[src/verilog/tsc_pkg.sv]
package tsc_pkg;
  // register pointer indices
  localparam logic [7:0]  TSC_IDX_CONFIG     = 8'h01;
  localparam logic [7:0]  TSC_IDX_HIGH_LIMIT = 8'h02;
  localparam logic [7:0]  TSC_IDX_LOW_LIMIT  = 8'h03;
  localparam logic [7:0]  TSC_IDX_CRIT_LIMIT = 8'h04;
  localparam logic [7:0]  TSC_IDX_TEMP       = 8'h05;
  // configuration field positions
  localparam int          TSC_CFG_HYSTERESIS_SELECT_HI    = 10;
  localparam int          TSC_CFG_HYSTERESIS_SELECT_LO    = 9;
  localparam int          TSC_CFG_PDOWN      = 8;
  localparam int          TSC_CFG_CRIT_LOCK  = 7;
  localparam int          TSC_CFG_ALARM_LOCK = 6;
  localparam int          TSC_CFG_CLEAR      = 5;
  localparam int          TSC_CFG_STATUS     = 4;
  localparam int          TSC_CFG_OUT_EN     = 3;
  localparam int          TSC_CFG_CRIT_ONLY  = 2;
  localparam int          TSC_CFG_POLARITY   = 1;
  localparam int          TSC_CFG_MODE       = 0;
  // temperature register status positions
  localparam int          TSC_TDR_CRIT       = 15;
  localparam int          TSC_TDR_HIGH       = 14;
  localparam int          TSC_TDR_LOW        = 13;
  localparam int          TSC_TEMP_W         = 13;
  // limits keep bits 12:2, temperature keeps bits 12:0 at full resolution
  localparam logic [12:0] TSC_LIMIT_MASK     = 13'h1FFC;
  localparam logic [12:0] TSC_TEMP_RES_MASK  = 13'h1FFF;
  localparam logic [15:0] TSC_REG_RESET      = 16'h0000;
  localparam logic [12:0] TSC_TEMP_RESET     = 13'h0000;
  // hysteresis in 0.0625 degree steps: 0, 1.5, 3, 6 degrees
  localparam logic [13:0] TSC_HYSTERESIS_SELECT_OFF       = 14'h0000;
  localparam logic [13:0] TSC_HYSTERESIS_SELECT_1P5       = 14'h0018;
  localparam logic [13:0] TSC_HYSTERESIS_SELECT_3P0       = 14'h0030;
  localparam logic [13:0] TSC_HYSTERESIS_SELECT_6P0       = 14'h0060;

  typedef enum logic [1:0] {
    TSC_HYSTERESIS_SELECT_NONE_SEL = 2'b00,
    TSC_HYSTERESIS_SELECT_1P5_SEL  = 2'b01,
    TSC_HYSTERESIS_SELECT_3P0_SEL  = 2'b10,
    TSC_HYSTERESIS_SELECT_6P0_SEL  = 2'b11
  } tsc_hysteresis_select_type;
endpackage : tsc_pkg

[src/verilog/tsc_sensor_regs.sv]
// Behaviour
// - config bits 15:11 ignore writes and read as zero
// - hysteresis field selects none, 1.5, 3 or 6 degrees
// - power-down zero updates reading per sample; one stops converter, holds reading
// - power-down cannot be set while a lock is set; clearing always allowed
// - critical lock blocks critical limit writes; only reset clears it
// - alarm lock blocks high and low limit writes; only reset clears it
// - either lock freezes hysteresis, output enable, polarity and mode bits
// - clear request clears recorded event in interrupt mode only; reads zero
// - above critical limit, clear request does not de-assert the alert
// - alert status is read-only, polarity independent, gated by output enable
// - output disabled: released for polarity zero, grounded for polarity one
// - critical-only zero: alarm or critical crossing; one: critical only
// - critical-only cannot be set while alarm lock is set
// - polarity zero active low, one active high
// - mode zero comparator, one interrupt
// - limits signed, sign bit 12, lsb 0.25 at bit 2, others zero
// - temperature signed in bits 12:0, lsb 0.0625, unsupported bits zero
// - critical status set when temperature at or above critical limit
// - high status set only when temperature strictly above high limit
// - low status set only when temperature strictly below low limit
// - reset clears power-down so conversion starts active
// - interrupt mode asserts on each window crossing, holds until cleared
// - comparator asserts outside window; critical-only asserts above critical, ignores clears
// - clear above critical limit is held and acts once temperature drops below it and to limit minus hysteresis
// - limits and temperature use two's complement encoding
`timescale 1ns/100ps
`default_nettype none
module tsc_sensor_regs
  import tsc_pkg::*;
(
  input  wire logic                  I_CLK,
  input  wire logic                  I_NRST,
  input  wire logic [7:0]            I_REG_INDEX,
  input  wire logic                  I_REG_WR,
  input  wire logic [15:0]           I_REG_WDATA,
  output logic      [15:0]           O_REG_RDATA,
  input  wire logic                  I_SAMPLE_VALID,
  input  wire logic [TSC_TEMP_W-1:0] I_SAMPLE_TEMP,
  output logic                       O_CONV_ENABLE,
  output logic                       O_EVENT_OUT,
  output logic                       O_EVENT_OE
);
  logic [1:0]            hysteresis_select_q;
  logic                  power_down_q;
  logic                  crit_lock_q;
  logic                  alarm_lock_q;
  logic                  out_en_q;
  logic                  crit_only_q;
  logic                  polarity_q;
  logic                  mode_q;
  logic [TSC_TEMP_W-1:0] high_limit_q;
  logic [TSC_TEMP_W-1:0] low_limit_q;
  logic [TSC_TEMP_W-1:0] crit_limit_q;
  logic [TSC_TEMP_W-1:0] temp_q;
  logic                  event_q;
  logic                  clear_pend_q;
  logic                  window_prev_q;
  logic                  asserted_q;
  logic [15:0]           rdata_q;

  logic                  lock_any;
  logic                  cfg_wr;
  logic                  clear_req;
  logic [13:0]           hysteresis_select_amount;
  logic                  crit_status;
  logic                  high_status;
  logic                  low_status;
  logic                  crit_trip;
  logic                  high_trip;
  logic                  low_trip;
  logic                  window_cond;
  logic                  clear_fire;
  logic                  event_set;
  logic                  asserted_d;
  logic                  alert_status;
  logic [15:0]           cfg_read;
  logic [15:0]           temp_read;
  logic                  high_wr;
  logic                  low_wr;
  logic                  crit_wr;
  logic [15:0]           rdata_d;

  assign lock_any  = crit_lock_q | alarm_lock_q;
  assign cfg_wr    = I_REG_WR && (I_REG_INDEX == TSC_IDX_CONFIG);
  assign clear_req = cfg_wr && I_REG_WDATA[TSC_CFG_CLEAR];
  // one decode per limit keeps the lock gating next to each register
  assign high_wr   = I_REG_WR && (I_REG_INDEX == TSC_IDX_HIGH_LIMIT);
  assign low_wr    = I_REG_WR && (I_REG_INDEX == TSC_IDX_LOW_LIMIT);
  assign crit_wr   = I_REG_WR && (I_REG_INDEX == TSC_IDX_CRIT_LIMIT);

  // configuration: frozen fields only move while no lock is set
  always_ff @(posedge I_CLK or negedge I_NRST) begin
    if (!I_NRST) begin
      hysteresis_select_q <= TSC_REG_RESET[TSC_CFG_HYSTERESIS_SELECT_HI:TSC_CFG_HYSTERESIS_SELECT_LO];
    end else if (cfg_wr && !lock_any) begin
      hysteresis_select_q <= I_REG_WDATA[TSC_CFG_HYSTERESIS_SELECT_HI:TSC_CFG_HYSTERESIS_SELECT_LO];
    end
  end

  always_ff @(posedge I_CLK or negedge I_NRST) begin
    if (!I_NRST) begin
      out_en_q   <= TSC_REG_RESET[TSC_CFG_OUT_EN];
      polarity_q <= TSC_REG_RESET[TSC_CFG_POLARITY];
      mode_q     <= TSC_REG_RESET[TSC_CFG_MODE];
    end else if (cfg_wr && !lock_any) begin
      out_en_q   <= I_REG_WDATA[TSC_CFG_OUT_EN];
      polarity_q <= I_REG_WDATA[TSC_CFG_POLARITY];
      mode_q     <= I_REG_WDATA[TSC_CFG_MODE];
    end
  end

  always_ff @(posedge I_CLK or negedge I_NRST) begin
    if (!I_NRST) begin
      power_down_q <= TSC_REG_RESET[TSC_CFG_PDOWN];
    end else if (cfg_wr) begin
      if (!I_REG_WDATA[TSC_CFG_PDOWN]) begin
        power_down_q <= 1'b0;
      end else if (!lock_any) begin
        power_down_q <= 1'b1;
      end
    end
  end

  // locks are sticky; a written zero is simply ignored
  always_ff @(posedge I_CLK or negedge I_NRST) begin
    if (!I_NRST) begin
      crit_lock_q <= TSC_REG_RESET[TSC_CFG_CRIT_LOCK];
    end else if (cfg_wr) begin
      crit_lock_q <= crit_lock_q | I_REG_WDATA[TSC_CFG_CRIT_LOCK];
    end
  end

  always_ff @(posedge I_CLK or negedge I_NRST) begin
    if (!I_NRST) begin
      alarm_lock_q <= TSC_REG_RESET[TSC_CFG_ALARM_LOCK];
    end else if (cfg_wr) begin
      alarm_lock_q <= alarm_lock_q | I_REG_WDATA[TSC_CFG_ALARM_LOCK];
    end
  end

  always_ff @(posedge I_CLK or negedge I_NRST) begin
    if (!I_NRST) begin
      crit_only_q <= TSC_REG_RESET[TSC_CFG_CRIT_ONLY];
    end else if (cfg_wr) begin
      if (!I_REG_WDATA[TSC_CFG_CRIT_ONLY]) begin
        crit_only_q <= 1'b0;
      end else if (!alarm_lock_q) begin
        crit_only_q <= 1'b1;
      end
    end
  end

  // limit registers, low two bits and bits above the sign dropped
  always_ff @(posedge I_CLK or negedge I_NRST) begin
    if (!I_NRST) begin
      high_limit_q <= TSC_REG_RESET[TSC_TEMP_W-1:0];
    end else if (high_wr && !alarm_lock_q) begin
      high_limit_q <= I_REG_WDATA[TSC_TEMP_W-1:0] & TSC_LIMIT_MASK;
    end
  end

  always_ff @(posedge I_CLK or negedge I_NRST) begin
    if (!I_NRST) begin
      low_limit_q <= TSC_REG_RESET[TSC_TEMP_W-1:0];
    end else if (low_wr && !alarm_lock_q) begin
      low_limit_q <= I_REG_WDATA[TSC_TEMP_W-1:0] & TSC_LIMIT_MASK;
    end
  end

  always_ff @(posedge I_CLK or negedge I_NRST) begin
    if (!I_NRST) begin
      crit_limit_q <= TSC_REG_RESET[TSC_TEMP_W-1:0];
    end else if (crit_wr && !crit_lock_q) begin
      crit_limit_q <= I_REG_WDATA[TSC_TEMP_W-1:0] & TSC_LIMIT_MASK;
    end
  end

  // reading held while powered down; converter told to stop
  always_ff @(posedge I_CLK or negedge I_NRST) begin
    if (!I_NRST) begin
      temp_q <= TSC_TEMP_RESET;
    end else if (I_SAMPLE_VALID && !power_down_q) begin
      temp_q <= I_SAMPLE_TEMP & TSC_TEMP_RES_MASK;
    end
  end

  assign O_CONV_ENABLE = !power_down_q;

  always_comb begin
    case (tsc_hysteresis_select_type'(hysteresis_select_q))
      TSC_HYSTERESIS_SELECT_NONE_SEL: hysteresis_select_amount = TSC_HYSTERESIS_SELECT_OFF;
      TSC_HYSTERESIS_SELECT_1P5_SEL:  hysteresis_select_amount = TSC_HYSTERESIS_SELECT_1P5;
      TSC_HYSTERESIS_SELECT_3P0_SEL:  hysteresis_select_amount = TSC_HYSTERESIS_SELECT_3P0;
      TSC_HYSTERESIS_SELECT_6P0_SEL:  hysteresis_select_amount = TSC_HYSTERESIS_SELECT_6P0;
      default:           hysteresis_select_amount = TSC_HYSTERESIS_SELECT_OFF;
    endcase
  end

  // comparisons read live register values, so a limit write acts at once
  tsc_limit_cmp #(.UPPER(1'b1), .INCL(1'b1)) u_crit_cmp (
    .i_clk    (I_CLK),
    .i_nrst   (I_NRST),
    .i_temp   (temp_q),
    .i_limit  (crit_limit_q),
    .i_hysteresis_select   (hysteresis_select_amount),
    .o_status (crit_status),
    .o_trip   (crit_trip)
  );

  tsc_limit_cmp #(.UPPER(1'b1), .INCL(1'b0)) u_high_cmp (
    .i_clk    (I_CLK),
    .i_nrst   (I_NRST),
    .i_temp   (temp_q),
    .i_limit  (high_limit_q),
    .i_hysteresis_select   (hysteresis_select_amount),
    .o_status (high_status),
    .o_trip   (high_trip)
  );

  tsc_limit_cmp #(.UPPER(1'b0), .INCL(1'b0)) u_low_cmp (
    .i_clk    (I_CLK),
    .i_nrst   (I_NRST),
    .i_temp   (temp_q),
    .i_limit  (low_limit_q),
    .i_hysteresis_select   (hysteresis_select_amount),
    .o_status (low_status),
    .o_trip   (low_trip)
  );

  assign window_cond = high_trip | low_trip;
  // a clear is only carried out once the critical condition has gone
  assign clear_fire  = (clear_req | clear_pend_q) && !crit_trip;
  assign event_set   = window_cond != window_prev_q;

  always_ff @(posedge I_CLK or negedge I_NRST) begin
    if (!I_NRST) begin
      window_prev_q <= 1'b0;
    end else begin
      window_prev_q <= window_cond;
    end
  end

  // pending clear only matters in interrupt mode without critical-only
  always_ff @(posedge I_CLK or negedge I_NRST) begin
    if (!I_NRST) begin
      clear_pend_q <= 1'b0;
    end else if (!mode_q || crit_only_q || clear_fire) begin
      clear_pend_q <= 1'b0;
    end else if (clear_req && crit_trip) begin
      clear_pend_q <= 1'b1;
    end
  end

  // recorded event: a new crossing beats a clear in the same cycle
  always_ff @(posedge I_CLK or negedge I_NRST) begin
    if (!I_NRST) begin
      event_q <= 1'b0;
    end else if (!mode_q || crit_only_q) begin
      event_q <= 1'b0;
    end else if (event_set) begin
      event_q <= 1'b1;
    end else if (clear_fire) begin
      event_q <= 1'b0;
    end
  end

  always_comb begin
    if (crit_only_q) begin
      asserted_d = crit_trip;
    end else if (!mode_q) begin
      asserted_d = window_cond | crit_trip;
    end else begin
      asserted_d = event_q | event_set | crit_trip;
    end
  end

  // shutdown freezes the alert state, a clear request may still drop it
  always_ff @(posedge I_CLK or negedge I_NRST) begin
    if (!I_NRST) begin
      asserted_q <= 1'b0;
    end else if (!power_down_q) begin
      asserted_q <= asserted_d;
    end else if (clear_fire && mode_q && !crit_only_q) begin
      asserted_q <= 1'b0;
    end
  end

  tsc_event_pin u_event_pin (
    .i_clk      (I_CLK),
    .i_nrst     (I_NRST),
    .i_asserted (asserted_q),
    .i_enable   (out_en_q),
    .i_polarity (polarity_q),
    .o_pin_out  (O_EVENT_OUT),
    .o_pin_oe   (O_EVENT_OE),
    .o_status   (alert_status)
  );

  always_comb begin
    cfg_read                                    = TSC_REG_RESET;
    cfg_read[TSC_CFG_HYSTERESIS_SELECT_HI:TSC_CFG_HYSTERESIS_SELECT_LO]   = hysteresis_select_q;
    cfg_read[TSC_CFG_PDOWN]                     = power_down_q;
    cfg_read[TSC_CFG_CRIT_LOCK]                 = crit_lock_q;
    cfg_read[TSC_CFG_ALARM_LOCK]                = alarm_lock_q;
    cfg_read[TSC_CFG_STATUS]                    = alert_status;
    cfg_read[TSC_CFG_OUT_EN]                    = out_en_q;
    cfg_read[TSC_CFG_CRIT_ONLY]                 = crit_only_q;
    cfg_read[TSC_CFG_POLARITY]                  = polarity_q;
    cfg_read[TSC_CFG_MODE]                      = mode_q;
  end

  always_comb begin
    temp_read                   = TSC_REG_RESET;
    temp_read[TSC_TEMP_W-1:0]   = temp_q;
    temp_read[TSC_TDR_CRIT]     = crit_status;
    temp_read[TSC_TDR_HIGH]     = high_status;
    temp_read[TSC_TDR_LOW]      = low_status;
  end

  // read mux; unmapped indices read zero
  always_comb begin
    case (I_REG_INDEX)
      TSC_IDX_CONFIG:     rdata_d = cfg_read;
      TSC_IDX_HIGH_LIMIT: rdata_d = {3'h0, high_limit_q};
      TSC_IDX_LOW_LIMIT:  rdata_d = {3'h0, low_limit_q};
      TSC_IDX_CRIT_LIMIT: rdata_d = {3'h0, crit_limit_q};
      TSC_IDX_TEMP:       rdata_d = temp_read;
      default:            rdata_d = TSC_REG_RESET;
    endcase
  end

  // one cycle of read latency gives the serial engine a settled word
  always_ff @(posedge I_CLK or negedge I_NRST) begin
    if (!I_NRST) begin
      rdata_q <= TSC_REG_RESET;
    end else begin
      rdata_q <= rdata_d;
    end
  end

  assign O_REG_RDATA = rdata_q;
endmodule : tsc_sensor_regs
`default_nettype wire

[src/verilog/tsc_limit_cmp.sv]
`timescale 1ns/100ps
`default_nettype none
module tsc_limit_cmp
  import tsc_pkg::*;
#(
  parameter bit UPPER = 1'b1,
  parameter bit INCL  = 1'b0
) (
  input  wire logic                  i_clk,
  input  wire logic                  i_nrst,
  input  wire logic [TSC_TEMP_W-1:0] i_temp,
  input  wire logic [TSC_TEMP_W-1:0] i_limit,
  input  wire logic [13:0]           i_hysteresis_select,
  output logic                       o_status,
  output logic                       o_trip
);
  logic signed [13:0] temp_s;
  logic signed [13:0] limit_s;
  logic signed [13:0] release_s;
  logic               trip_q;
  logic               trip_d;

  // sign-extend both to 14 bits so the hysteresis offset cannot wrap
  assign temp_s    = signed'({i_temp[TSC_TEMP_W-1], i_temp});
  assign limit_s   = signed'({i_limit[TSC_TEMP_W-1], i_limit});
  assign release_s = limit_s - signed'(i_hysteresis_select);

  // raw relation, unaffected by hysteresis or event settings
  always_comb begin
    if (UPPER) begin
      o_status = INCL ? (temp_s >= limit_s) : (temp_s > limit_s);
    end else begin
      o_status = temp_s < limit_s;
    end
  end

  // hysteresis only widens the release side of an upper limit
  always_comb begin
    if (!UPPER) begin
      trip_d = o_status;
    end else if (o_status) begin
      trip_d = 1'b1;
    end else if (temp_s <= release_s) begin
      trip_d = 1'b0;
    end else begin
      trip_d = trip_q;
    end
  end

  always_ff @(posedge i_clk or negedge i_nrst) begin
    if (!i_nrst) begin
      trip_q <= 1'b0;
    end else begin
      trip_q <= trip_d;
    end
  end

  assign o_trip = trip_d;
endmodule : tsc_limit_cmp
`default_nettype wire

[src/verilog/tsc_event_pin.sv]
`timescale 1ns/100ps
`default_nettype none
module tsc_event_pin
  import tsc_pkg::*;
(
  input  wire logic i_clk,
  input  wire logic i_nrst,
  input  wire logic i_asserted,
  input  wire logic i_enable,
  input  wire logic i_polarity,
  output logic      o_pin_out,
  output logic      o_pin_oe,
  output logic      o_status
);
  logic level_high;
  logic oe_q;

  // enabled: active low or high per polarity; disabled: released or grounded
  always_comb begin
    if (i_enable) begin
      level_high = i_polarity ? i_asserted : !i_asserted;
    end else begin
      level_high = !i_polarity;
    end
  end

  // open drain: only ever pulls low, the pull-up makes the high level
  always_ff @(posedge i_clk or negedge i_nrst) begin
    if (!i_nrst) begin
      oe_q <= 1'b0;
    end else begin
      oe_q <= !level_high;
    end
  end

  assign o_pin_out = 1'b0;
  assign o_pin_oe  = oe_q;
  assign o_status  = i_enable & i_asserted;
endmodule : tsc_event_pin
`default_nettype wire

[config.mk]
export PLATFORM = sky130hd
export DESIGN_NAME = tsc_sensor_regs
export DESIGN_NICKNAME = d
export VERILOG_FILES = /design/src/verilog/tsc_pkg.sv /design/src/verilog/tsc_sensor_regs.sv /design/src/verilog/tsc_limit_cmp.sv /design/src/verilog/tsc_event_pin.sv
export SDC_FILE = /design/constraint.sdc
export NUM_CORES = 1
export LEC_CHECK = 0
export BUFFER_PORTS_ARGS = -buffer_cell sky130_fd_sc_hd__buf_2
export CELL_PAD_IN_SITES_DETAIL_PLACEMENT = 1
export CELL_PAD_IN_SITES_GLOBAL_PLACEMENT = 1
export CORE_MARGIN = 1.5
export CORE_UTILIZATION = 35
export DETAILED_ROUTE_END_ITERATION = 7
export HOLD_SLACK_MARGIN = 0.03
export PLACE_DENSITY = 0.65
export SETUP_SLACK_MARGIN = 0.1
export SYNTH_ARGS = -nofsm -noshare
export SYNTH_HDL_FRONTEND = slang
export SYNTH_HIERARCHICAL = 1
export SYNTH_SLANG_ARGS = --single-unit
[constraint.sdc]
create_clock -name I_CLK -period 5.24 [get_ports I_CLK]
set_clock_uncertainty 0.15 [all_clocks]
set_input_delay 0.786 -clock I_CLK [delete_from_list [all_inputs] [get_ports I_CLK]]
set_output_delay 0.786 -clock I_CLK [all_outputs]
set_load 0.02 [all_outputs]
# [Yosys cells after proc, flatten, opt, wreduce, memory -nomap -nowiden]
# Index checks and enable logic that the tools add are counted.
[word_totals] reg_bits=78 input_bits=41
[op_classes] n_addsub=2 order_cmp=5 n_eq_ne=12 mux=21 bitwise_logic=9 n_reduce_logical=31
[op_table] op="16-bit case mux with 5 select lines" count=1
[op_table] op="14-bit case mux with 4 select lines" count=1
[op_table] op="13-bit by 14-bit less-or-equal comparator with 1-bit output" count=2
[op_table] op="13-bit by 14-bit subtractor with 14-bit output" count=2
[op_table] op="1-bit two-way mux" count=19
[op_table] op="8-bit by 2-bit == test with 1-bit output, second input constant" count=2
[op_table] op="8-bit by 3-bit == test with 1-bit output, second input constant" count=2
[op_table] op="1-bit logical AND" count=14
[op_table] op="13-bit greater-or-equal comparator" count=1
[op_table] op="13-bit greater-than comparator" count=1
[op_table] op="13-bit less-than comparator" count=1
[op_table] op="1-bit logical NOT" count=10
[op_table] op="8-bit by 1-bit == test with 1-bit output, second input constant" count=1
[op_table] op="1-bit OR" count=8
[op_table] op="2-bit == test, second input constant" count=2
[op_table] op="2-bit inequality test, second input constant" count=2
[op_table] op="2-bit AND reduction" count=2
[op_table] op="3-bit nonzero test" count=1
[op_table] op="2-bit by 1-bit == test with 1-bit output, second input constant" count=1
[op_table] op="2-bit logical NOT" count=1
[op_table] op="1-bit logical OR" count=2
[op_table] op="2-bit by 1-bit inequality test with 1-bit output, second input constant" count=1
[op_table] op="2-bit nonzero test" count=1
[op_table] op="1-bit AND" count=1
[op_table] op="1-bit inequality test" count=1

# [Logic depth before layout (Yosys ltp)]
# Gate-level depths: netlist (run 1).
[logic_depth] depth_word=13 mapped_depth=21

# [Cells and area by module]
# The synthesis (run 1) kept the hierarchy.
[by_module_without_submodules] mod="tsc_sensor_regs" n_inst=1 cells_per_inst=239 area_per_inst_um2=3275.6
[by_module_without_submodules] mod="tsc_limit_cmp at u_crit_cmp" n_inst=1 cells_per_inst=187 area_per_inst_um2=1395.1
[by_module_without_submodules] mod="tsc_limit_cmp at u_high_cmp" n_inst=1 cells_per_inst=183 area_per_inst_um2=1382.6
[by_module_without_submodules] mod="tsc_limit_cmp at u_low_cmp" n_inst=1 cells_per_inst=43 area_per_inst_um2=321.6
[by_module_without_submodules] mod="tsc_event_pin" n_inst=1 cells_per_inst=5 area_per_inst_um2=61.3

# [Worst setup path after synthesis (run 1)]
# No wires, ideal clock.
[synth_timing] path_kind="register -> register" start="register hysteresis_select_q[0]" end="register asserted_q" setup_ns=0.082 t_arrival_ns=3.556 required_ns=5.008 slack_ns=1.452 stages_incl_launch_ff=21 synth_period_minus_slack_ns=3.788 path_cell_list="dfrtp_1 -> inv_1 -> ha_1 -> inv_1 -> inv_1 -> ha_1 -> o21ai_0 -> a21o_1 -> a211o_1 -> and4bb_1 -> a311oi_1 -> ha_1 -> nand4_1 -> nor2_1 -> a211o_1 -> xor2_1 -> o21bai_1 -> nor2_1 -> a311oi_1 -> o41ai_1 -> a31oi_1"
[synth_between] elab_chain_cells=13
[synth_lines] element="start, declared" line_no="tsc_sensor_regs.sv:44" source="logic [1:0] hysteresis_select_q;"
[synth_lines] element="start signal, assigned" line_no="tsc_sensor_regs.sv:95" source="hysteresis_select_q <= TSC_REG_RESET[TSC_CFG_HYSTERESIS_SELECT_HI:TSC_CFG_HYSTERESIS_SELECT_LO];"
[synth_lines] element="start signal, assigned" line_no="tsc_sensor_regs.sv:97" source="hysteresis_select_q <= I_REG_WDATA[TSC_CFG_HYSTERESIS_SELECT_HI:TSC_CFG_HYSTERESIS_SELECT_LO];"
[synth_lines] element="2-bit == test (tied with other cells)" line_no="tsc_sensor_regs.sv:191" source="case (tsc_hysteresis_select_type'(hysteresis_select_q))"
[synth_lines] element="14-bit case mux with 4 select lines (*)" line_no="tsc_sensor_regs.sv:191"
[synth_lines] element="net hysteresis_select_amount[4]" line_no="tsc_sensor_regs.sv:65" source="logic [13:0] hysteresis_select_amount;"
[synth_lines] element="13-bit by 14-bit subtractor with 14-bit output (*)" line_no="tsc_limit_cmp.sv:26" source="assign release_s = limit_s - signed'(i_hysteresis_select);"
[synth_lines] element="13-bit by 14-bit less-or-equal comparator with 1-bit output (*)" line_no="tsc_limit_cmp.sv:43" source="end else if (temp_s <= release_s) begin"
[synth_lines] element="1-bit two-way mux (*)" line_no="tsc_limit_cmp.sv:43"
[synth_lines] element="1-bit two-way mux (*)" line_no="tsc_limit_cmp.sv:41" source="end else if (o_status) begin"
[synth_lines] element="net high_trip" line_no="tsc_sensor_regs.sv:70" source="logic high_trip;"
[synth_lines] element="1-bit OR (*)" line_no="tsc_sensor_regs.sv:231" source="assign window_cond = high_trip | low_trip;"
[synth_lines] element="1-bit inequality test" line_no="tsc_sensor_regs.sv:234" source="assign event_set = window_cond != window_prev_q;"
[synth_lines] element="1-bit OR (2 in series)" line_no="tsc_sensor_regs.sv:274" source="asserted_d = event_q | event_set | crit_trip;"
[synth_lines] element="1-bit two-way mux (*)" line_no="tsc_sensor_regs.sv:271" source="end else if (!mode_q) begin"
[synth_lines] element="1-bit two-way mux (*)" line_no="tsc_sensor_regs.sv:269" source="if (crit_only_q) begin"
[synth_lines] element="1-bit two-way mux (*)" line_no="tsc_sensor_regs.sv:282" source="end else if (!power_down_q) begin"
[synth_lines] element="end signal, assigned" line_no="tsc_sensor_regs.sv:283" source="asserted_q <= asserted_d;"
[synth_lines] element="end, declared" line_no="tsc_sensor_regs.sv:59" source="logic asserted_q;"
# The timed path passes the listed nets; every way through them passes the cells marked *. The select of a mux whose other input is x is not followed.
# A chain may end at the register's enable or synchronous reset.

# [Worst setup path in the final report (run 1)]
# Same ends and word-level chain as after synthesis.

==> results of run 1 <==
## state kept, by name (all words and copies together), names as in the netlist
name	flops
O_REG_RDATA	16
temp_q	13
crit_limit_q	11
high_limit_q	11
low_limit_q	11
hysteresis_select_q	2
alarm_lock_q	1
asserted_q	1
clear_pend_q	1
crit_lock_q	1
crit_only_q	1
event_q	1
mode_q	1
out_en_q	1
polarity_q	1
power_down_q	1
u_crit_cmp/trip_q	1
u_event_pin/o_pin_oe	1
u_high_cmp/trip_q	1
window_prev_q	1
## metal layers
layer  GRT usage [%]  wire, um  vias up
met5               0         0        -
met4            3.38       144        0
met3            4.07       822        9
met2            33.3      8690       95
met1            26.6      8630     2568
li1                -         -     2508
## area by class of cell
class                   count  area [sq um]  area share [%]
flip-flops and latches     78          1950            26.5
clock inverters             3          68.8           0.934
repair buffers             57           293            3.97
multi-input cells         510          4190            56.9
clock buffers              12           246            3.35
inverters                  87           327            4.43
well taps                 229           287            3.89
## power by group through the flow
stage	logic [mW]	clock network, mW	registers [mW]
2_1_floorplan	0.338	0	0.665
3_3_place_gp	0.438	0	0.683
3_5_place_dp	0.461	0	0.684
4_1_cts	0.464	0.695	0.673
5_1_grt	0.530	0.720	0.677
6_report	0.465	0.680	0.672
## cells by family (layout without fill, tap and decap cells)
family          after synthesis  count (layout)  share of synthesized area (%)
other cells                   2              33                          0.117
buf+inv                     100             159                           6.34
simple gates                146             146                           13.0
fa+ha+maj                    97              97                           19.1
xor+xnor                     26              26                           3.65
mux                          76              76                           13.0
flops                        78              78                           30.3
compound gates              132             132                           14.5
## worst max-delay path by stage
stage	depth (start not counted)	slack, ps	start	endpoint
2_1_floorplan	20	1450	hysteresis_select_q[0]$_DFFE_PN0P_	asserted_q$_DFFE_PN0P_
3_3_place_gp	21	760	hysteresis_select_q[0]$_DFFE_PN0P_	asserted_q$_DFFE_PN0P_
3_5_place_dp	21	640	hysteresis_select_q[0]$_DFFE_PN0P_	asserted_q$_DFFE_PN0P_
4_1_cts	21	630	hysteresis_select_q[0]$_DFFE_PN0P_	asserted_q$_DFFE_PN0P_
5_1_grt	21	260	hysteresis_select_q[0]$_DFFE_PN0P_	asserted_q$_DFFE_PN0P_
6_report	21	670	hysteresis_select_q[0]$_DFFE_PN0P_	asserted_q$_DFFE_PN0P_
## critical path: cells and delay by family (launching register included)
kind / cells / cell delay (ps)
flip-flops: 1 / 450
AO/OA/AOI/OAI: 9 / 1690
AND/OR/NAND/NOR: 4 / 670
adder cells (fa/ha/maj): 3 / 950
buffers and inverters: 4 / 410
XOR/XNOR: 1 / 150
## layout by cell type, fill, tap and decap left out, drive strengths merged, types with 14 or more instances in the layout
| cell | instances |
|---|---|
| ha | 95 |
| inv | 87 |
| dfrtp | 78 |
| mux2 | 59 |
| buf | 57 |
| conb | 33 |
| nor2 | 28 |
| a21oi | 28 |
| nand2 | 23 |
| mux2i | 17 |
| a21o | 17 |
| o21ai | 16 |
| nand3 | 14 |
| nand4 | 14 |
==> flow_summary_export.csv, run 1 <==
group,metric,value,unit
synthesis,yosysUniqueCellTypes,70,
timing,setup_ws,665,ps
finish,diodes,0,
floorplan,die_area,0.0192,sq mm
worst_hold_path,min_from,"polarity_q$_DFFE_PN0P_",
pwr,p_int,1.26,mW
detailed_routing,drtAntennaViolNets,0,
floorplan,core,0.0180,sq mm
clocking,clkLatencyLatePin,350,ps
detailed_routing,avgRoutedWirePerCell,18.7,um
worst_hold_path,hold_end,"u_event_pin/o_pin_oe$_DFF_PN0_",
synthesis,synth.top_cells.by_count,"ha_1, inv_1, dfrtp_1",
pwr,power_density,247,mW/mm^2
pwr,seqPwrFrac,37.0,%
pwr,power_switching,552,uW
worst_hold_path,min_path_cells,1,
setup_path,critPathMaxFanout,5,
finish,final_cells,976,
status,status,"complete, no violations",
timing,hold_viol_final,0,
pwr,p_leak,3.66,nW
floorplan,start_util,35.7,%
grt,grt.total_usage,19.8,%
floorplan,fp.dieH,139,um
clocking,ctsResizeCount,0,
finish,fin_nets,881,
finish,n_fill_cell,2110,
synthesis,ys_top_cells_by_area,"dfrtp_1, ha_1, mux2_2, inv_1, mux2i_1",
timing,grt_setup_unrepaired,"no",
placement,dp_slack,639,ps
detailed_routing,vias,5180,
grt,overflow,0,
setup_path,cpPeakStageDelay,450,ps
setup_path,worstPathArrival,4640,ps
timing,max_slew_margin,26.7,%
placement,placed_cells,961,
floorplan,std_cell_rows,49,
finish,final_area,0.00737,sq mm
detailed_routing,routed_wl,18300,um
setup_path,rr_startpoint,"hysteresis_select_q[0]$_DFFE_PN0P_",
setup_path,cpMaxStageDelayCell,"dfrtp_1",
timing,whs,373,ps
synthesis,yosys_warnings,6,
finish,area_delta_synth_final,14.4,%
pwr,pwr-share-clk,37.4,%
synthesis,synth.most_common_cell,"ha_1",
timing,tightestPinTransition,1100,ps
synthesis,netlist_instances,657,
clocking,cts_buffers,9,
setup_path,path_class,"reg -> reg",
grt,first_global_vias,5493,
clocking,postCtsSetupRepairBufs,0,
timing,fin_setup_tns,0,ps
setup_path,cp-end-kind,"flip-flop",
finish,drive_gt1_share,19.9,%
grt,grt_max_degree,79,
setup_path,rrSetupSlack,670,ps
worst_hold_path,worstHoldPathType,"reg -> reg",
flow_run,cap_violations,0,
clocking,cts_tree,"done",
synthesis,synth_seq_cells,78,
synthesis,postSynth.asyncResetShare,100,%
placement,port_buffers,55,
pwr,p_comb_share,25.6,%
setup_path,path_cells,"inv_1 > ha_1 > inv_1 > inv_1 > ha_1 > o21ai_0 > a21o_1 > a211o_1 > and4bb_1 > a311oi_1 > ha_1 > nand4_1 > nor2_1 > a211o_1 > xor2_1 > o21bai_1 > buf_4 > nor2_1 > a311oi_1 > o41ai_1 > a31oi_1",
timing,slew_violations,0,
pwr,swShare,30.4,%
setup_path,start_kind,"flip-flop",
synthesis,synth-edff-count,0,
grt,grt_pass1_wl,29800,um
clocking,numClockSinks,78,
placement,gp_congestion,0.824,
timing,setup_viol,0,
floorplan,pin_count,60,
clocking,clock_path_buffers,2,
synthesis,yosysTopAreaCell,"dfrtp_1",
detailed_routing,drt_iter0_markers,281,
detailed_routing,vias_per_cell,5.31,
grt,antenna_found_initial,0,
placement,detailed_place_hpwl,14600,um
pwr,total_power,1.82,mW
synthesis,ys.flop_type,"dfrtp_1",
timing,finalCritPeriodShare,87.3,%
synthesis,syn_area,0.00644,sq mm
setup_path,r2r_cells,21,
setup_path,r2r_end,"asserted_q$_DFFE_PN0P_",
floorplan,fp.dieW,139,um
synthesis,synth_top_area_share,30.3,%
pwr,ir_worst_vdd,0.181,mV
clocking,clock-root-buffer,"clkbuf_16",
synthesis,synth_area_per_cell,9.80,sq um
setup_path,required,5310,ps
synthesis,ys_seq_area_share,30.3,%
placement,place_area,0.00705,sq mm
clocking,path_clk_slew,60,ps
clocking,hold_buffers,0,
timing,fmax,219,MHz
detailed_routing,first_pass_iters,4,
clocking,htree_levels,3,
timing,min_period,4570,ps
detailed_routing,drc,0,
finish,fin_util,40.9,%
Power figures use the tool's default switching activity.
==> inputs of run 2 (changes only) <==
--- a/config.mk
+++ b/config.mk
@@ -6,8 +6,10 @@
 export NUM_CORES = 1
 export LEC_CHECK = 0
 export BUFFER_PORTS_ARGS = -buffer_cell sky130_fd_sc_hd__buf_2
+export CAP_MARGIN = 40
 export CELL_PAD_IN_SITES_DETAIL_PLACEMENT = 1
 export CELL_PAD_IN_SITES_GLOBAL_PLACEMENT = 1
+export CORE_ASPECT_RATIO = 0.75
 export CORE_MARGIN = 1.5
 export CORE_UTILIZATION = 35
 export DETAILED_ROUTE_END_ITERATION = 7
==> run 2 against run 1 <==
Effect of this change: maximum frequency down 1.2%; total power down 3.4%; die area about the same; critical path type unchanged; clock-buffer cell count down 1; sequential share of layout area down 0.094 points; critical path depth unchanged; flip-flop and latch count unchanged.
==> flow_summary_export.csv, run 2 (synthesis results as in run 1) <==
group,metric,value,unit
status,status,"complete, no violations",
finish,area_delta_synth_final,14.9,%
timing,finalCritPeriodShare,88.3,%
clocking,postCtsSetupRepairBufs,0,
timing,min_period,4630,ps
detailed_routing,routed_wl,19000,um
pwr,power_density,238,mW/mm^2
finish,final_cell_mix,"ha_1, inv_1, dfrtp_1",
grt,grt_max_degree,47,
clocking,cts_buffers,9,
clocking,clock_path_buffers,2,
placement,dp_slack,647,ps
setup_path,rrSetupSlack,610,ps
grt,grt.busiest_layer,"met2",
floorplan,core,0.0178,sq mm
pwr,ir_worst_vdd,0.143,mV
floorplan,pin_count,60,
clocking,clkLatencyLatePin,340,ps
placement,placed_cells,976,
timing,setup_ws,612,ps
detailed_routing,first_pass_iters,5,
grt,first_global_vias,5440,
finish,drive_gt1_share,20.5,%
setup_path,required,5310,ps
setup_path,critPathMaxFanout,5,
finish,largest_reg_flops,16,
timing,tightestPinTransition,951,ps
timing,grt_setup_unrepaired,"no",
finish,fin_nets,883,
flow_run,cap_violations,0,
floorplan,fp.dieH,120,um
finish,multi_input_area,0.00419,sq mm
grt,antenna_found_initial,0,
finish,final_cells,992,
detailed_routing,drc,0,
clocking,path_clk_slew,60,ps
worst_hold_path,worstHoldPathType,"in -> async",
detailed_routing,avgRoutedWirePerCell,19.2,um
timing,setup_viol,0,
pwr,p_leak,3.66,nW
grt,grt_pass1_wl,30300,um
setup_path,r2r_end,"asserted_q$_DFFE_PN0P_",
floorplan,std_cell_rows,42,
floorplan,die_area,0.0192,sq mm
finish,diodes,0,
pwr,total_power,1.76,mW
placement,gp_congestion,0.846,
finish,regArea,0.00195,sq mm
floorplan,start_util,36.1,%
timing,slew_violations,0,
clocking,htree_levels,3,
detailed_routing,drt_iter0_markers,252,
placement,detailed_place_hpwl,15400,um
grt,grt.total_usage,20.6,%
clocking,hold_buffers,0,
timing,whs,241,ps
setup_path,r2r_cells,21,
floorplan,fp.dieW,160,um
setup_path,path_class,"reg -> reg",
detailed_routing,drtAntennaViolNets,0,
timing,fin_setup_tns,0,ps
timing,hold_viol_final,0,
detailed_routing,vias_per_cell,5.35,
setup_path,cp-end-kind,"flip-flop",
setup_path,rr_startpoint,"hysteresis_select_q[0]$_DFFE_PN0P_",
placement,port_buffers,55,
setup_path,start_kind,"flip-flop",
timing,max_slew_margin,36.3,%
clocking,numClockSinks,78,
grt,overflow,0,
finish,n_fill_cell,2054,
clocking,cts_tree,"done",
finish,final_common_cell,"ha_1",
clocking,ctsResizeCount,0,
grt,gr-usage-met3,4.39,%
grt,grtUsageMet2,31.0,%
clocking,clock-root-buffer,"clkbuf_16",
timing,fmax,216,MHz
grt,grtUsageMet1,30.4,%
detailed_routing,vias,5312,
setup_path,worstPathArrival,4700,ps
==> run 2: cell types whose count changed in the layout (fill, tap and decap cells not counted) <==
cell | previous run | this run
bufinv_16 | 2 | 0
clkbuf_1 | 2 | 0
clkbuf_8 | 1 | 2
buf_6 | 0 | 1
clkinvlp_4 | 0 | 2
clkinv_2 | 0 | 2
buf_16 | 0 | 1
==> run 2: stage by stage <==
stage	instance area, sq um	util, %
after global routing	7390	41.5
after CTS	7390	41.5
final	7390	41.5
after floorplan	6550	-
after global placement	7070	39.7
after detailed placement	7110	39.9
==> run 2: report_power, final <==
group / internal, mW / switching (mW)
Clock: 0.346 / 0.259
Combinational: 0.208 / 0.271
Sequential: 0.630 / 0.0418
==> run 2: cell type report <==
type | count | share of cell area, %
multi-input cells | 510 | 56.7
flip-flops and latches | 78 | 26.4
repair buffers | 59 | 4.49
inverters | 87 | 4.42
well taps | 242 | 4.10
clock buffers | 11 | 3.42
clock inverters | 5 | 0.457
==> run 2: worst max-delay path: stages (launching register included) <==
cell and delay, ps:
dfrtp_1 460, inv_1 70, ha_1 290, inv_1 70, inv_1 60, ha_1 370, o2111a_1 250, nor3_2 80
o31ai_1 450, a21boi_1 150, xor2_1 170, ha_1 290, a21oi_1 160, o21ai_0 140, a211o_1 300, xor2_1 140
o21bai_1 80, buf_4 160, nor2_1 190, a311oi_1 90, o41ai_1 320, a31oi_1 80
==> run 2: layer usage <==
metal	wire, um	share of wire, %	up-vias
met2	8180	43	117
met1	9670	51	2652
met5	0	0	-
li1	-	-	2524
met4	220	1.2	0
met3	964	5.1	19
==> run 2: how the worst max path moves through the flow <==
| stage | start | endpoint | slack, ps | cells past startpoint |
|---|---|---|---|---|
| floorplan | hysteresis_select_q[0]$_DFFE_PN0P_ | asserted_q$_DFFE_PN0P_ | 1450 | 20 |
| global placement | hysteresis_select_q[0]$_DFFE_PN0P_ | asserted_q$_DFFE_PN0P_ | 710 | 21 |
| detailed placement | hysteresis_select_q[0]$_DFFE_PN0P_ | asserted_q$_DFFE_PN0P_ | 650 | 21 |
| CTS | hysteresis_select_q[0]$_DFFE_PN0P_ | asserted_q$_DFFE_PN0P_ | 620 | 21 |
| global route | hysteresis_select_q[0]$_DFFE_PN0P_ | asserted_q$_DFFE_PN0P_ | 240 | 21 |
| finish | hysteresis_select_q[0]$_DFFE_PN0P_ | asserted_q$_DFFE_PN0P_ | 610 | 21 |
==> inputs of run 3 (changes only) <==
--- a/config.mk
+++ b/config.mk
@@ -12,6 +12,7 @@
 export CORE_ASPECT_RATIO = 0.75
 export CORE_MARGIN = 1.5
 export CORE_UTILIZATION = 35
+export CTS_BUF_LIST = sky130_fd_sc_hd__clkbuf_4
 export DETAILED_ROUTE_END_ITERATION = 7
 export HOLD_SLACK_MARGIN = 0.03
 export PLACE_DENSITY = 0.65
==> run 3 against run 2 <==
Effect of this change: die area did not move; cell count stayed put; sequential share of layout area rose by 0.65 points; largest cell class unchanged; worst hold slack got worse by 130 ps; sequential power hardly changed; register-to-register slack is essentially flat; global-route usage shrank 0.23 points; total power decreased by 16%; flip-flop and latch count is the same; clock power fell by 47%; critical endpoint unchanged.
==> flow_summary_export.csv, run 3 (synthesis results as in run 1) <==
group,metric,value,unit
status,status,"complete, no violations",
setup_path,r2r_cells,21,
setup_path,rr_startpoint,"hysteresis_select_q[0]$_DFFE_PN0P_",
finish,final_common_cell,"ha_1",
timing,grt_setup_unrepaired,"no",
timing,min_period,4630,ps
timing,finalCritPeriodShare,88.4,%
finish,largest_reg_flops,16,
grt,overflow,0,
finish,fin_nets,883,
pwr,p_comb_share,32.5,%
placement,gp_congestion,0.846,
placement,place_area,0.00711,sq mm
clocking,cts_tree,"done",
detailed_routing,drc,0,
timing,fin_setup_tns,0,ps
clocking,clkLatencyLatePin,460,ps
detailed_routing,drtAntennaViolNets,0,
placement,dp_slack,647,ps
clocking,path_clk_slew,150,ps
floorplan,fp.dieH,120,um
detailed_routing,avgRoutedWirePerCell,19.0,um
pwr,p_int,931,uW
floorplan,std_cell_rows,42,
clocking,hold_buffers,0,
pwr,ir_worst_vdd,0.0937,mV
finish,area_delta_synth_final,12.1,%
clocking,numClockSinks,78,
setup_path,critPathMaxFanout,5,
timing,setup_viol,0,
detailed_routing,vias_per_cell,5.31,
finish,diodes,0,
floorplan,core,0.0178,sq mm
setup_path,start_kind,"flip-flop",
grt,first_global_vias,5402,
detailed_routing,vias,5263,
timing,tightestPinTransition,938,ps
setup_path,required,5440,ps
grt,grt_max_degree,47,
clocking,clock-root-buffer,"clkbuf_4",
clocking,ctsResizeCount,0,
finish,drive_gt1_share,20.3,%
detailed_routing,routed_wl,18800,um
detailed_routing,drt_iter0_markers,235,
placement,port_buffers,55,
floorplan,fp.dieW,160,um
placement,detailed_place_hpwl,15400,um
setup_path,path_class,"reg -> reg",
clocking,htree_levels,3,
timing,hold_viol_final,0,
grt,grt.total_usage,20.4,%
setup_path,rrSetupSlack,610,ps
pwr,power_density,204,mW/mm^2
grt,grt_pass1_wl,30100,um
pwr,total_power,1.47,mW
clocking,cts_buffers,9,
pwr,swShare,36.8,%
floorplan,pin_count,60,
clocking,postCtsSetupRepairBufs,0,
timing,setup_ws,607,ps
timing,fmax,216,MHz
pwr,p_leak,3.58,nW
grt,antenna_found_initial,0,
finish,final_area,0.00721,sq mm
pwr,seqPwrFrac,45.5,%
timing,max_slew_margin,37.2,%
finish,final_cell_mix,"ha_1, inv_1, dfrtp_1",
pwr,pwr-share-clk,21.9,%
flow_run,cap_violations,0,
timing,slew_violations,0,
setup_path,r2r_end,"asserted_q$_DFFE_PN0P_",
detailed_routing,first_pass_iters,4,
floorplan,start_util,36.1,%
finish,fin_util,40.5,%
clocking,clock_path_buffers,2,
setup_path,worstPathArrival,4840,ps
worst_hold_path,worstHoldPathType,"in -> async",
pwr,power_switching,542,uW
setup_path,cp-end-kind,"flip-flop",
floorplan,die_area,0.0192,sq mm
==> run 3: changes by cell type in the layout (fill, tap and decap cells not counted) <==
cell,change
clkbuf_16,-9
clkbuf_4,+9
clkbuf_8,-2
clkinv_1,+2
==> run 3: layout make-up <==
type,count,area [sq um]
Fill cell,2078,10600
Multi-Input combinational cell,510,4190
Sequential cell,78,1950
Timing Repair Buffer,59,332
Inverter,87,327
Tap cell,242,303
Clock buffer,9,67.6
Clock inverter,7,41.3
==> run 3: worst max-delay path by stage <==
stage / startpoint / end / slack (ps)
2_1_floorplan: hysteresis_select_q[0]$_DFFE_PN0P_ / asserted_q$_DFFE_PN0P_ / 1450
3_3_place_gp: hysteresis_select_q[0]$_DFFE_PN0P_ / asserted_q$_DFFE_PN0P_ / 710
3_5_place_dp: hysteresis_select_q[0]$_DFFE_PN0P_ / asserted_q$_DFFE_PN0P_ / 650
4_1_cts: hysteresis_select_q[0]$_DFFE_PN0P_ / asserted_q$_DFFE_PN0P_ / 620
5_1_grt: hysteresis_select_q[0]$_DFFE_PN0P_ / asserted_q$_DFFE_PN0P_ / 230
6_report: hysteresis_select_q[0]$_DFFE_PN0P_ / asserted_q$_DFFE_PN0P_ / 610
==> run 3: power groups by stage <==
stage | combinational (mW) | clock, mW | sequential (mW)
6_report | 0.479 | 0.323 | 0.670
5_1_grt | 0.540 | 0.362 | 0.676
4_1_cts | 0.475 | 0.338 | 0.671
3_5_place_dp | 0.471 | 0 | 0.683
3_3_place_gp | 0.444 | 0 | 0.681
2_1_floorplan | 0.338 | 0 | 0.665
==> run 3: critical path: stages, from the launching register on <==
cell      delay, ps
dfrtp_1         480
inv_1            70
ha_1            290
inv_1            70
inv_1            70
ha_1            370
o2111a_1        250
nor3_2           80
o31ai_1         470
a21boi_1        150
xor2_1          170
ha_1            290
a21oi_1         160
o21ai_0         140
a211o_1         300
xor2_1          140
o21bai_1         80
buf_4           160
nor2_1          190
a311oi_1         90
o41ai_1         310
a31oi_1          80
==> run 3: metrics by stage <==
stage / instances / hold WS [ps]
final: 992 / 108
after detailed placement: 976 / 367
after global placement: 974 / 356
after floorplan: 688 / 322
after CTS: 992 / 104
after global routing: 992 / 111
==> run 3: routing by layer <==
metal,share of wire (%),GRT usage [%],vias up
met4,0.67,3.18,0
met2,43,31.0,108
met3,4.6,3.98,12
met1,52,30.3,2613
met5,0,0,-
li1,-,-,2530
